==> src/common/fsc_defines.vh <==
// constants for the flash security and configuration register bank
`ifndef FSC_DEFINES_VH
`define FSC_DEFINES_VH
// ============================================================
// register offsets (byte addresses on the register port)
`define FSC_OFF_LOCK_STATUS   4'h1
`define FSC_OFF_TEST_MODE     4'h2
`define FSC_OFF_CONFIG        4'h3
`define FSC_OFF_STATUS        4'h5
// ============================================================
// nonvolatile configuration byte address in the array
`define FSC_NV_CFG_ADDR       16'hff0f
// ============================================================
// lock-status field positions
`define FSC_BACKDOOR_KEY_ENABLE_HI          7
`define FSC_BACKDOOR_KEY_ENABLE_LO          6
`define FSC_LOCK_HI           1
`define FSC_LOCK_LO           0
`define FSC_BACKDOOR_KEY_ENABLE_ON          2'h2
`define FSC_LOCK_OPEN         2'h2
// ============================================================
// test-mode and config field positions
`define FSC_WRITE_ALL_BANKS_BIT         4
`define FSC_BE_IE_BIT         7
`define FSC_CD_IE_BIT         6
`define FSC_KEY_WRITE_ACCESS_BIT        5
`define FSC_BANK_SELECT_BIT         0
// status flag positions
`define FSC_BE_FLAG_BIT       7
`define FSC_CD_FLAG_BIT       6
// ============================================================
// reset values
`define FSC_CONFIG_RST        8'h00
`define FSC_LOCK_RST          8'hff
`endif

==> src/fsc_regs.v <==
// flash security, test-mode and configuration register bank
//
// Operation
// lock-status readable, writes ignored
// lock-status loaded from byte ff0f at reset
// backdoor enabled only when key field 10
// reserved nonvolatile bits stay erased one
// unsecured only when lock field 10
// backdoor unlock forces lock field 10
// test-mode reads zero, unwritable in normal
// write-all-banks writable only in special mode
// write-all-banks writes every bank copy
// config: four bits rw, rest zero
// key-access writable only when key enabled
// buffer-empty interrupt gated by bit 7
// command-done interrupt gated by bit 6
// key-access routes array writes as keys
// bank-select picks block 0 or 1
// these registers are unbanked, shared
// status flags: bit 7 empty, 6 done
// interrupt requests are level, flag and enable
//
// The implementer's own choices: the register addresses and strobed register access.
`timescale 1ns/1ps
`default_nettype none
`include "fsc_defines.vh"
module fsc_regs #(
  parameter AW = 4
) (
  // clock and reset
  input  wire          sys_clk,
  input  wire          rst_b,
  // register port
  input  wire [AW-1:0] reg_addr,
  input  wire [7:0]    reg_wdata,
  input  wire          reg_wr,
  input  wire          reg_rd,
  output reg  [7:0]    reg_rdata_q,
  // nonvolatile load from the array at reset
  input  wire          nv_load,
  input  wire [7:0]    nv_cfg_byte,
  output reg  [15:0]   nv_addr_q,
  // mode pin, from outside the clock domain
  input  wire          special_mode,
  // command sequencer status and unlock event
  input  wire          buffer_empty_flag,
  input  wire          command_done_flag,
  input  wire          backdoor_unlock,
  // array access steering
  input  wire          array_wr,
  input  wire          array_rd,
  output reg           array_cmd_wr_q,
  output reg           array_key_wr_q,
  output reg           array_rd_invalid_q,
  // bank and banked register copies (sample banked register)
  output reg           bank_select_q,
  output reg           bank_wr0_q,
  output reg           bank_wr1_q,
  output reg  [7:0]    banked_rdata_q,
  // interrupt requests
  output reg           buffer_empty_irq_q,
  output reg           command_done_irq_q
);
  // ============================================================
  // declarations
  reg  [7:0] lock_status_q;      // security byte copy
  reg        write_all_banks_q;  // test-mode bit
  reg        be_ie_q;            // buffer-empty enable
  reg        cd_ie_q;            // command-done enable
  reg        key_write_access_q; // backdoor key gate
  reg        mode_s1_q;          // synchroniser stage 1
  reg        mode_s2_q;          // synchroniser stage 2
  reg  [7:0] rd_d;               // read mux
  wire       key_en;             // backdoor enabled
  wire       wr_test;
  wire       wr_cfg;
  wire       wr_bank;
  wire       bank_we0;
  wire       bank_we1;
  wire [7:0] bank0_val;
  wire [7:0] bank1_val;
  wire [7:0] status_byte;

  // ============================================================
  // decode
  // key enable decode
  assign key_en  = (lock_status_q[`FSC_BACKDOOR_KEY_ENABLE_HI:`FSC_BACKDOOR_KEY_ENABLE_LO]
                    == `FSC_BACKDOOR_KEY_ENABLE_ON);
  assign wr_test = reg_wr && (reg_addr == `FSC_OFF_TEST_MODE);
  assign wr_cfg  = reg_wr && (reg_addr == `FSC_OFF_CONFIG);
  // banked register shares the status offset in this model
  assign wr_bank = reg_wr && (reg_addr == `FSC_OFF_STATUS);
  // write-all-banks fan-out
  assign bank_we0 = wr_bank && (write_all_banks_q || !bank_select_q);
  assign bank_we1 = wr_bank && (write_all_banks_q || bank_select_q);

  // status flag positions
  assign status_byte = {buffer_empty_flag, command_done_flag, 6'h00};

  // ============================================================
  // mode pin synchroniser
  // second stage alone feeds logic
  always @(posedge sys_clk or negedge rst_b)
  begin
    if (!rst_b)
    begin
      mode_s1_q <= 1'b0;
      mode_s2_q <= 1'b0;
    end
    else
    begin
      mode_s1_q <= special_mode;
      mode_s2_q <= mode_s1_q;
    end
  end

  // ============================================================
  // lock-status register
  // reset value is all ones (erased), i.e. secured until loaded
  always @(posedge sys_clk or negedge rst_b)
  begin
    if (!rst_b)
    begin
      lock_status_q <= `FSC_LOCK_RST;
    end
    else if (nv_load)
    begin
      // nonvolatile load
      lock_status_q <= nv_cfg_byte;
    end
    else if (backdoor_unlock)
    begin
      // force unsecured
      lock_status_q[`FSC_LOCK_HI:`FSC_LOCK_LO] <= `FSC_LOCK_OPEN;
    end
    // no bus write path reaches this register
  end

  // ============================================================
  // test-mode register
  always @(posedge sys_clk or negedge rst_b)
  begin
    if (!rst_b)
    begin
      write_all_banks_q <= 1'b0;
    end
    else if (!mode_s2_q)
    begin
      // normal mode clears it
      write_all_banks_q <= 1'b0;
    end
    else if (wr_test)
    begin
      // special mode write
      write_all_banks_q <= reg_wdata[`FSC_WRITE_ALL_BANKS_BIT];
    end
  end

  // ============================================================
  // configuration register, single instance
  // unbanked config
  always @(posedge sys_clk or negedge rst_b)
  begin
    if (!rst_b)
    begin
      be_ie_q            <= 1'b0;
      cd_ie_q            <= 1'b0;
      key_write_access_q <= 1'b0;
      bank_select_q      <= 1'b0;
    end
    else if (wr_cfg)
    begin
      // four writable bits
      be_ie_q       <= reg_wdata[`FSC_BE_IE_BIT];
      cd_ie_q       <= reg_wdata[`FSC_CD_IE_BIT];
      // bank select
      bank_select_q <= reg_wdata[`FSC_BANK_SELECT_BIT];
      // key gate writable
      if (key_en)
      begin
        key_write_access_q <= reg_wdata[`FSC_KEY_WRITE_ACCESS_BIT];
      end
    end
  end

  // ============================================================
  // banked register copies, one per flash block
  fsc_bank_reg #(
    .WIDTH (8),
    .RST   (8'h00)
  ) u_bank0 (
    .sys_clk (sys_clk),
    .rst_b   (rst_b),
    .wr_en   (bank_we0),
    .wr_data (reg_wdata),
    .val_q   (bank0_val)
  );

  fsc_bank_reg #(
    .WIDTH (8),
    .RST   (8'h00)
  ) u_bank1 (
    .sys_clk (sys_clk),
    .rst_b   (rst_b),
    .wr_en   (bank_we1),
    .wr_data (reg_wdata),
    .val_q   (bank1_val)
  );

  // ============================================================
  // read mux
  always @*
  begin
    rd_d = 8'h00;
    case (reg_addr)
      // lock field read back as held
      `FSC_OFF_LOCK_STATUS: rd_d = lock_status_q;
      // zero in normal mode
      `FSC_OFF_TEST_MODE:
      begin
        rd_d = 8'h00;
        if (mode_s2_q)
        begin
          rd_d[`FSC_WRITE_ALL_BANKS_BIT] = write_all_banks_q;
        end
      end
      `FSC_OFF_CONFIG:
      begin
        rd_d[`FSC_BE_IE_BIT]  = be_ie_q;
        rd_d[`FSC_CD_IE_BIT]  = cd_ie_q;
        rd_d[`FSC_KEY_WRITE_ACCESS_BIT] = key_write_access_q;
        rd_d[`FSC_BANK_SELECT_BIT]  = bank_select_q;
      end
      `FSC_OFF_STATUS: rd_d = status_byte;
      // unmapped reads zero
      default: rd_d = 8'h00;
    endcase
  end

  // ============================================================
  // registered outputs
  // read data stands one cycle after the strobe only
  always @(posedge sys_clk or negedge rst_b)
  begin
    if (!rst_b)
    begin
      reg_rdata_q        <= 8'h00;
      nv_addr_q          <= 16'h0000;
      array_cmd_wr_q     <= 1'b0;
      array_key_wr_q     <= 1'b0;
      array_rd_invalid_q <= 1'b0;
      bank_wr0_q         <= 1'b0;
      bank_wr1_q         <= 1'b0;
      banked_rdata_q     <= 8'h00;
      buffer_empty_irq_q <= 1'b0;
      command_done_irq_q <= 1'b0;
    end
    else
    begin
      reg_rdata_q    <= reg_rd ? rd_d : 8'h00;
      nv_addr_q      <= `FSC_NV_CFG_ADDR;
      // array write steering
      array_cmd_wr_q <= array_wr && !key_write_access_q;
      array_key_wr_q <= array_wr && key_write_access_q;
      array_rd_invalid_q <= array_rd && key_write_access_q;
      bank_wr0_q     <= bank_we0;
      bank_wr1_q     <= bank_we1;
      banked_rdata_q <= bank_select_q ? bank1_val : bank0_val;
      // buffer-empty request
      // level request
      buffer_empty_irq_q <= be_ie_q && buffer_empty_flag;
      // command-done request
      command_done_irq_q <= cd_ie_q && command_done_flag;
    end
  end
endmodule // fsc_regs
`default_nettype wire

==> src/fsc_bank_reg.v <==
// one copy of a banked register, instanced once per flash block
`timescale 1ns/1ps
`default_nettype none
module fsc_bank_reg #(
  parameter WIDTH = 8,
  parameter [WIDTH-1:0] RST = {WIDTH{1'b0}}
) (
  // clock and reset
  input  wire             sys_clk,
  input  wire             rst_b,
  // write side
  input  wire             wr_en,
  input  wire [WIDTH-1:0] wr_data,
  // stored value
  output reg  [WIDTH-1:0] val_q
);
  // ============================================================
  // storage
  // plain write-enabled register
  always @(posedge sys_clk or negedge rst_b)
  begin
    if (!rst_b)
    begin
      val_q <= RST;
    end
    else if (wr_en)
    begin
      val_q <= wr_data;
    end
  end
endmodule // fsc_bank_reg
`default_nettype wire

==> config.mk <==
export PLATFORM = sky130hd
export DESIGN_NAME = fsc_regs
export DESIGN_NICKNAME = d
export VERILOG_FILES = /design/src/fsc_regs.v /design/src/fsc_bank_reg.v
export VERILOG_INCLUDE_DIRS = /design/src /design/src/common
export SDC_FILE = /design/constraint.sdc
export NUM_CORES = 1
export LEC_CHECK = 0
export BUFFER_PORTS_ARGS = -buffer_cell sky130_fd_sc_hd__buf_2
export CAP_MARGIN = 20
export CELL_PAD_IN_SITES_DETAIL_PLACEMENT = 1
export CELL_PAD_IN_SITES_GLOBAL_PLACEMENT = 2
export CORE_UTILIZATION = 33
export CTS_CLUSTER_SIZE = 8
export DETAILED_ROUTE_END_ITERATION = 8
export GPL_TIMING_DRIVEN = 0
export MAX_ROUTING_LAYER = met4
export PLACE_DENSITY = 0.81
export SYNTH_ARGS = -nofsm -noshare
export SYNTH_HDL_FRONTEND = slang
export SYNTH_SLANG_ARGS = --single-unit
==> constraint.sdc <==
create_clock -name sys_clk -period 2.1 [get_ports sys_clk]
set_clock_uncertainty 0.15 [all_clocks]
set_input_delay 0.21 -clock sys_clk [delete_from_list [all_inputs] [get_ports sys_clk]]
set_output_delay 0.21 -clock sys_clk [all_outputs]
set_load 0.1 [all_outputs]
==> results of run 1 <==
through the flow:
step | power, mW | cells | hold WS [ns] | setup slack, ns | instance area [um2]
2_1_floorplan | 2.21 | 155 | -0.236 | 0.250 | 2230
3_3_place_gp | 2.40 | 296 | 0.172 | 0.112 | 2640
3_5_place_dp | 2.43 | 297 | 0.0946 | 0.110 | 2660
4_1_cts | 3.12 | 317 | 0.00100 | 0.190 | 2890
5_1_grt | 3.22 | 318 | 0.00663 | 0.0960 | 2900
6_report | 3.09 | 318 | 0.00150 | 0.206 | 2900
cells in the mapped netlist (2+ instances only):
cell / count
a22oi_1: 2
and2_1: 7
buf_4: 16
clkbuf_1: 2
conb_1: 2
dfrtp_1: 47
dfstp_2: 8
mux2_2: 36
nand2_1: 5
nand3b_1: 2
nor2_1: 4
nor3_1: 2
nor3_4: 2
o21ai_0: 2
report_power, final:
| part | internal, mW | switching, mW |
|---|---|---|
| sequential | 1.25 | 0.0807 |
| combinational | 0.266 | 0.818 |
| clock | 0.357 | 0.320 |
| total | 1.87 | 1.22 |
critical path, cell delays in order:
cell,delay [ns]
dlygate4sd3_1,0.53
buf_4,0.15
nand2_1,0.13
nor3_4,0.51
mux2_2,0.40
cells by family (layout without fill, tap and decap cells):
| kind of cell | Yosys count | in the layout | share of synthesized area (%) |
|---|---|---|---|
| multiplexers | 37 | 37 | 18.8 |
| AO/OA/AOI/OAI | 9 | 9 | 2.99 |
| AND/OR/NAND/NOR | 31 | 31 | 9.55 |
| other | 2 | 5 | 0.339 |
| flip-flops | 55 | 55 | 62.6 |
| buffers and inverters | 18 | 104 | 5.76 |
sequential cells by signal (all words and copies together), names as in the netlist, 8 cells and up:
name,cells
banked_rdata_q,8
lock_status_q,8
reg_rdata_q,8
u_bank0.val_q,8
u_bank1.val_q,8
final cells by class:
cell class	count	area share [%]
sequential	55	47.8
timing repair buffer	78	16.2
buffer	18	4.40
multi-input combinational	82	24.5
tap	77	3.32
clock inverter	1	1.04
clock buffer	7	2.63
final timing paths:
check,slack [ns],to,start
worst max-delay path,0.21,u_bank0.val_q[2],reg_addr[2]
worst min-delay path,0.002,lock_status_q[0],nv_cfg_byte[0]
worst max register to register,0.36,u_bank0.val_q[2],write_all_banks_q
worst min register to register,0.21,mode_s2_q,mode_s1_q
max in group asynchronous,0.88,lock_status_q[3],rst_b
min in group asynchronous,0.29,bank_wr0_q,rst_b
layer usage:
metal / GRT usage [%] / vias up / wire length, um
li1: - / 680 / -
met1: 16.0 / 733 / 1740
met2: 25.3 / 31 / 2520
met3: 2.18 / 4 / 152
met4: 3.76 / 0 / 48
met5: - / - / 0
==> run metrics, run 1 <==
PD cells 1060 mW/mm2; starting DRC count in detailed routing 65; Hold Fails Final Rpt 0; sequential share of the synthesized area 62.6%; Static Leak 1.45 nW; n_diodes 0; HPWL after detailed placement 3370 um; Clock Latency Late Sink 0.29 ns; Core ar. 0.00642 mm2; library cells used by synthesis 29; status finished, violations left; most common cell after layout, fill and taps aside buf_2; HP Class input port to register; post-CTS sizing 0; Global Route Usage Sum 13.9%; critical path type input port to register; vias in the first global route 1498; Post-synth EDFFs 0; Startpoint Class input port; FF-to-FF path depth 3; initial antenna violation count 0; WHS Path Cells 3; vias per cell 4.55; TNS Setup 0 ns; CTS Sinks 55; Clock transition at path regs 0.09 ns; failing checks design-rule violations; top-area cell type share of the netlist area 53.1%; Ports 71; Max Fclk 528 MHz; Req. time, crit path 2.14 ns; Die ar. 0.00704 mm2; most frequent cells in the layout buf_2 (64), dfrtp_1 (46), mux2_2 (36), buf_4 (16), dlygate4sd3_1 (13); Yosys reg bits 55; Slew headroom 61.5%; post-synthesis instance total 152; Congestion Overflow GR 0; Pre-antenna DRT Iters 6; Critical Path End Type register; sequential cell area 0.00139 mm2; Max Cap Violations 0; fraction of layout cells with a size suffix above 1 56.8%; largest area contributor in the netlist dfrtp_1; Via Count 1448; CTS Root Cell clkbuf_8; global placement routability congestion 0.680; Max Slew Vio Count 0; VDD IR-drop max 0.000349 V; Worst Max-Slew Pin Slew 0.569 ns; CTS tree yes; Mean Syn Cell Area 14.6 um2; chip width 83.9 um; Starting Density 34.5%; fillcell total 702; Post-CTS Hold Buffers 12; number of port buffers 64; nets@finish 271; largest net degree at the start of global routing 32; area of the multi-input gates 712 um2; Num CTS Buffers 5; num rows 29; global-route wire length before repair 7400 um; Setup Fix Bufs, Post-CTS 0; Routed WL 4470 um; Layout area overhead 31.0%; Residual DRC 10; Tcrit/Tclk final 90.2%; share of synthesized registers carrying an async set or reset 100%; synthesized area 0.00221 mm2; Bufs on Longest Clock Path 2; chip height 83.9 um; # H-tree levels 2; remaining antenna violation count 0; final setup vio count 0; critical path arrival 1.93 ns; drt wl/cell 14.0 um; unrepaired setup endpoints after global routing false; Util after Layout 45.2%; crit-path max FO 9; Synth area leaders dfrtp_1 (53%), mux2_2 (18%), dfstp_2 (9.5%); Ys Warns 0; Tmin final 1.89 ns; Main synth FF type dfrtp_1
No activity file was read; power rests on OpenSTA's default activity.
==> run 2, diff against run 1 <==
Settings changed: ABC_CLOCK_PERIOD_IN_PS set to 1700, CORE_UTILIZATION 33 to 30, PLACE_DENSITY 0.81 to 0.86.
Clock period 2.1 ns to 1.7 ns, I/O delays scaled along.
==> run 2 against run 1 <==
  * The run now ends clean
  * Sequential share of layout area down 2.4 points
  * Flip-flop and latch count unchanged
  * Routed wire length up 7.1%
  * Critical path type is now register to output port
  * Critical endpoint is now nv_addr_q[1]
==> run metrics, run 2 (same netlist as run 1, synthesis figures left out) <==
Starting Density 31.9%; TNS Setup 0 ns; FF-to-FF Start bank_select_q; Pre-antenna DRT Iters 4; largest net degree at the start of global routing 34; drt wl/cell 13.7 um; Max Fclk 608 MHz; Layout area overhead 38.3%; Congestion Overflow GR 0; critical path arrival 1.32 ns; remaining antenna violation count 0; global placement routability congestion 0.688; vias per cell 4.27; Num CTS Buffers 5; Worst Setup SP nv_addr_q[0]; Bufs on Longest Clock Path 2; Req. time, crit path 1.38 ns; Clock transition at path regs 0.09 ns; number of port buffers 64; Core ar. 0.00694 mm2; final setup vio count 0; Max Cap Violations 0; total power 3.75 mW; critical path type register to output port; chip width 87.9 um; CTS Root Cell clkbuf_8; fraction of layout cells with a size suffix above 1 55.5%; number of cells after detailed placement 316; HPWL after detailed placement 3360 um; nets@finish 284; crit path to nv_addr_q[1]; most common cell after layout, fill and taps aside buf_2; CTS tree yes; Worst Max-Slew Pin Slew 0.667 ns; Hold Fails Final Rpt 0; VDD IR-drop max 0.000738 V; WHS Path Cells 2; CTS Sinks 55; fillcell total 756; unrepaired setup endpoints after global routing false; FF-to-FF path depth 2; Static Leak 1.51 nW; Global Route Usage Sum 13.6%; Post-DP Area 0.00269 mm2; finished layout cell area 0.00306 mm2; Tmin final 1.64 ns; Clock Latency Late Sink 0.30 ns; most frequent cells in the layout buf_2 (59), dfrtp_1 (45), mux2_2 (36), dlygate4sd3_1 (24), buf_4 (17); PD cells 1230 mW/mm2; Via Count 1494; starting DRC count in detailed routing 28; chip height 87.9 um; Slew headroom 55.5%; n_diodes 0; Die ar. 0.00773 mm2; initial antenna violation count 0; crit-path max FO 12; Routed WL 4780 um; Critical Path End Type output port; status completed; Tcrit/Tclk final 96.7%; # H-tree levels 2; vias in the first global route 1551; Critical R2R Capture banked_rdata_q[4]; Max Slew Vio Count 0; HP Class input port to register; global-route wire length before repair 7620 um; flop2flop setup slack 0.07 ns; Startpoint Class register; fin cells 350; Ports 71; Residual DRC 0; Util after Layout 44.1%; num rows 30
[run 2: power breakdown]
group          total, mW  switching (mW)  internal [mW]  leakage, nW
Sequential          1.64          0.0964           1.54        0.692
Combinational       1.38            1.03          0.352        0.770
Clock              0.739           0.409          0.330       0.0482
Total               3.75            1.53           2.22         1.51
[run 2: worst min-delay path by stage]
stage,end,startpoint
after CTS,u_bank0.val_q[4],reg_wdata[4]
after global routing,u_bank1.val_q[4],reg_wdata[4]
after floorplan,array_cmd_wr_q,rst_b
after detailed placement,reg_rdata_q[2],rst_b
final,u_bank0.val_q[4],reg_wdata[4]
after global placement,mode_s1_q,special_mode
[run 2: layout make-up]
class	count	area, um2	area share, %
Multi-Input combinational cell	82	712	23.2
Sequential cell	55	1390	45.4
Buffer	18	128	4.17
Clock buffer	7	86.3	2.82
Tap cell	96	120	3.92
Timing Repair Buffer	91	621	20.3
Clock inverter	1	5.00	0.163
[run 2: critical path, cell delays in order (launching register included)]
cell     delay [ns]
dfrtp_2        0.48
buf_4          0.14
buf_2          0.41
[run 2: per-layer routing]
layer | part of all wire [%] | wire length (um) | track usage (%)
met2 | 51 | 2420 | 22.5
met5 | 0 | 0 | -
met3 | 5.3 | 252 | 2.73
met1 | 43 | 2050 | 16.8
met4 | 1.1 | 53 | 3.73
[run 2: repair_timing]
action                                 4_1_cts  5_1_grt
pin swaps                                    1        1
setup endpoints to repair                    8       13
resized for setup                            0        5
hold buffers                                24        0
endpoints found under the hold margin       53        0
buffers inserted                             2        0
[run 2: through the flow]
| step | hold WS [ns] | setup slack, ns |
|---|---|---|
| after global placement | 0.131 | -0.243 |
| after detailed placement | 0.0325 | -0.259 |
| after floorplan | -0.276 | -0.0842 |
| after CTS | 0.00424 | 0.0105 |
| after global routing | 0.00416 | 0.00158 |
| final | 0.00656 | 0.0559 |
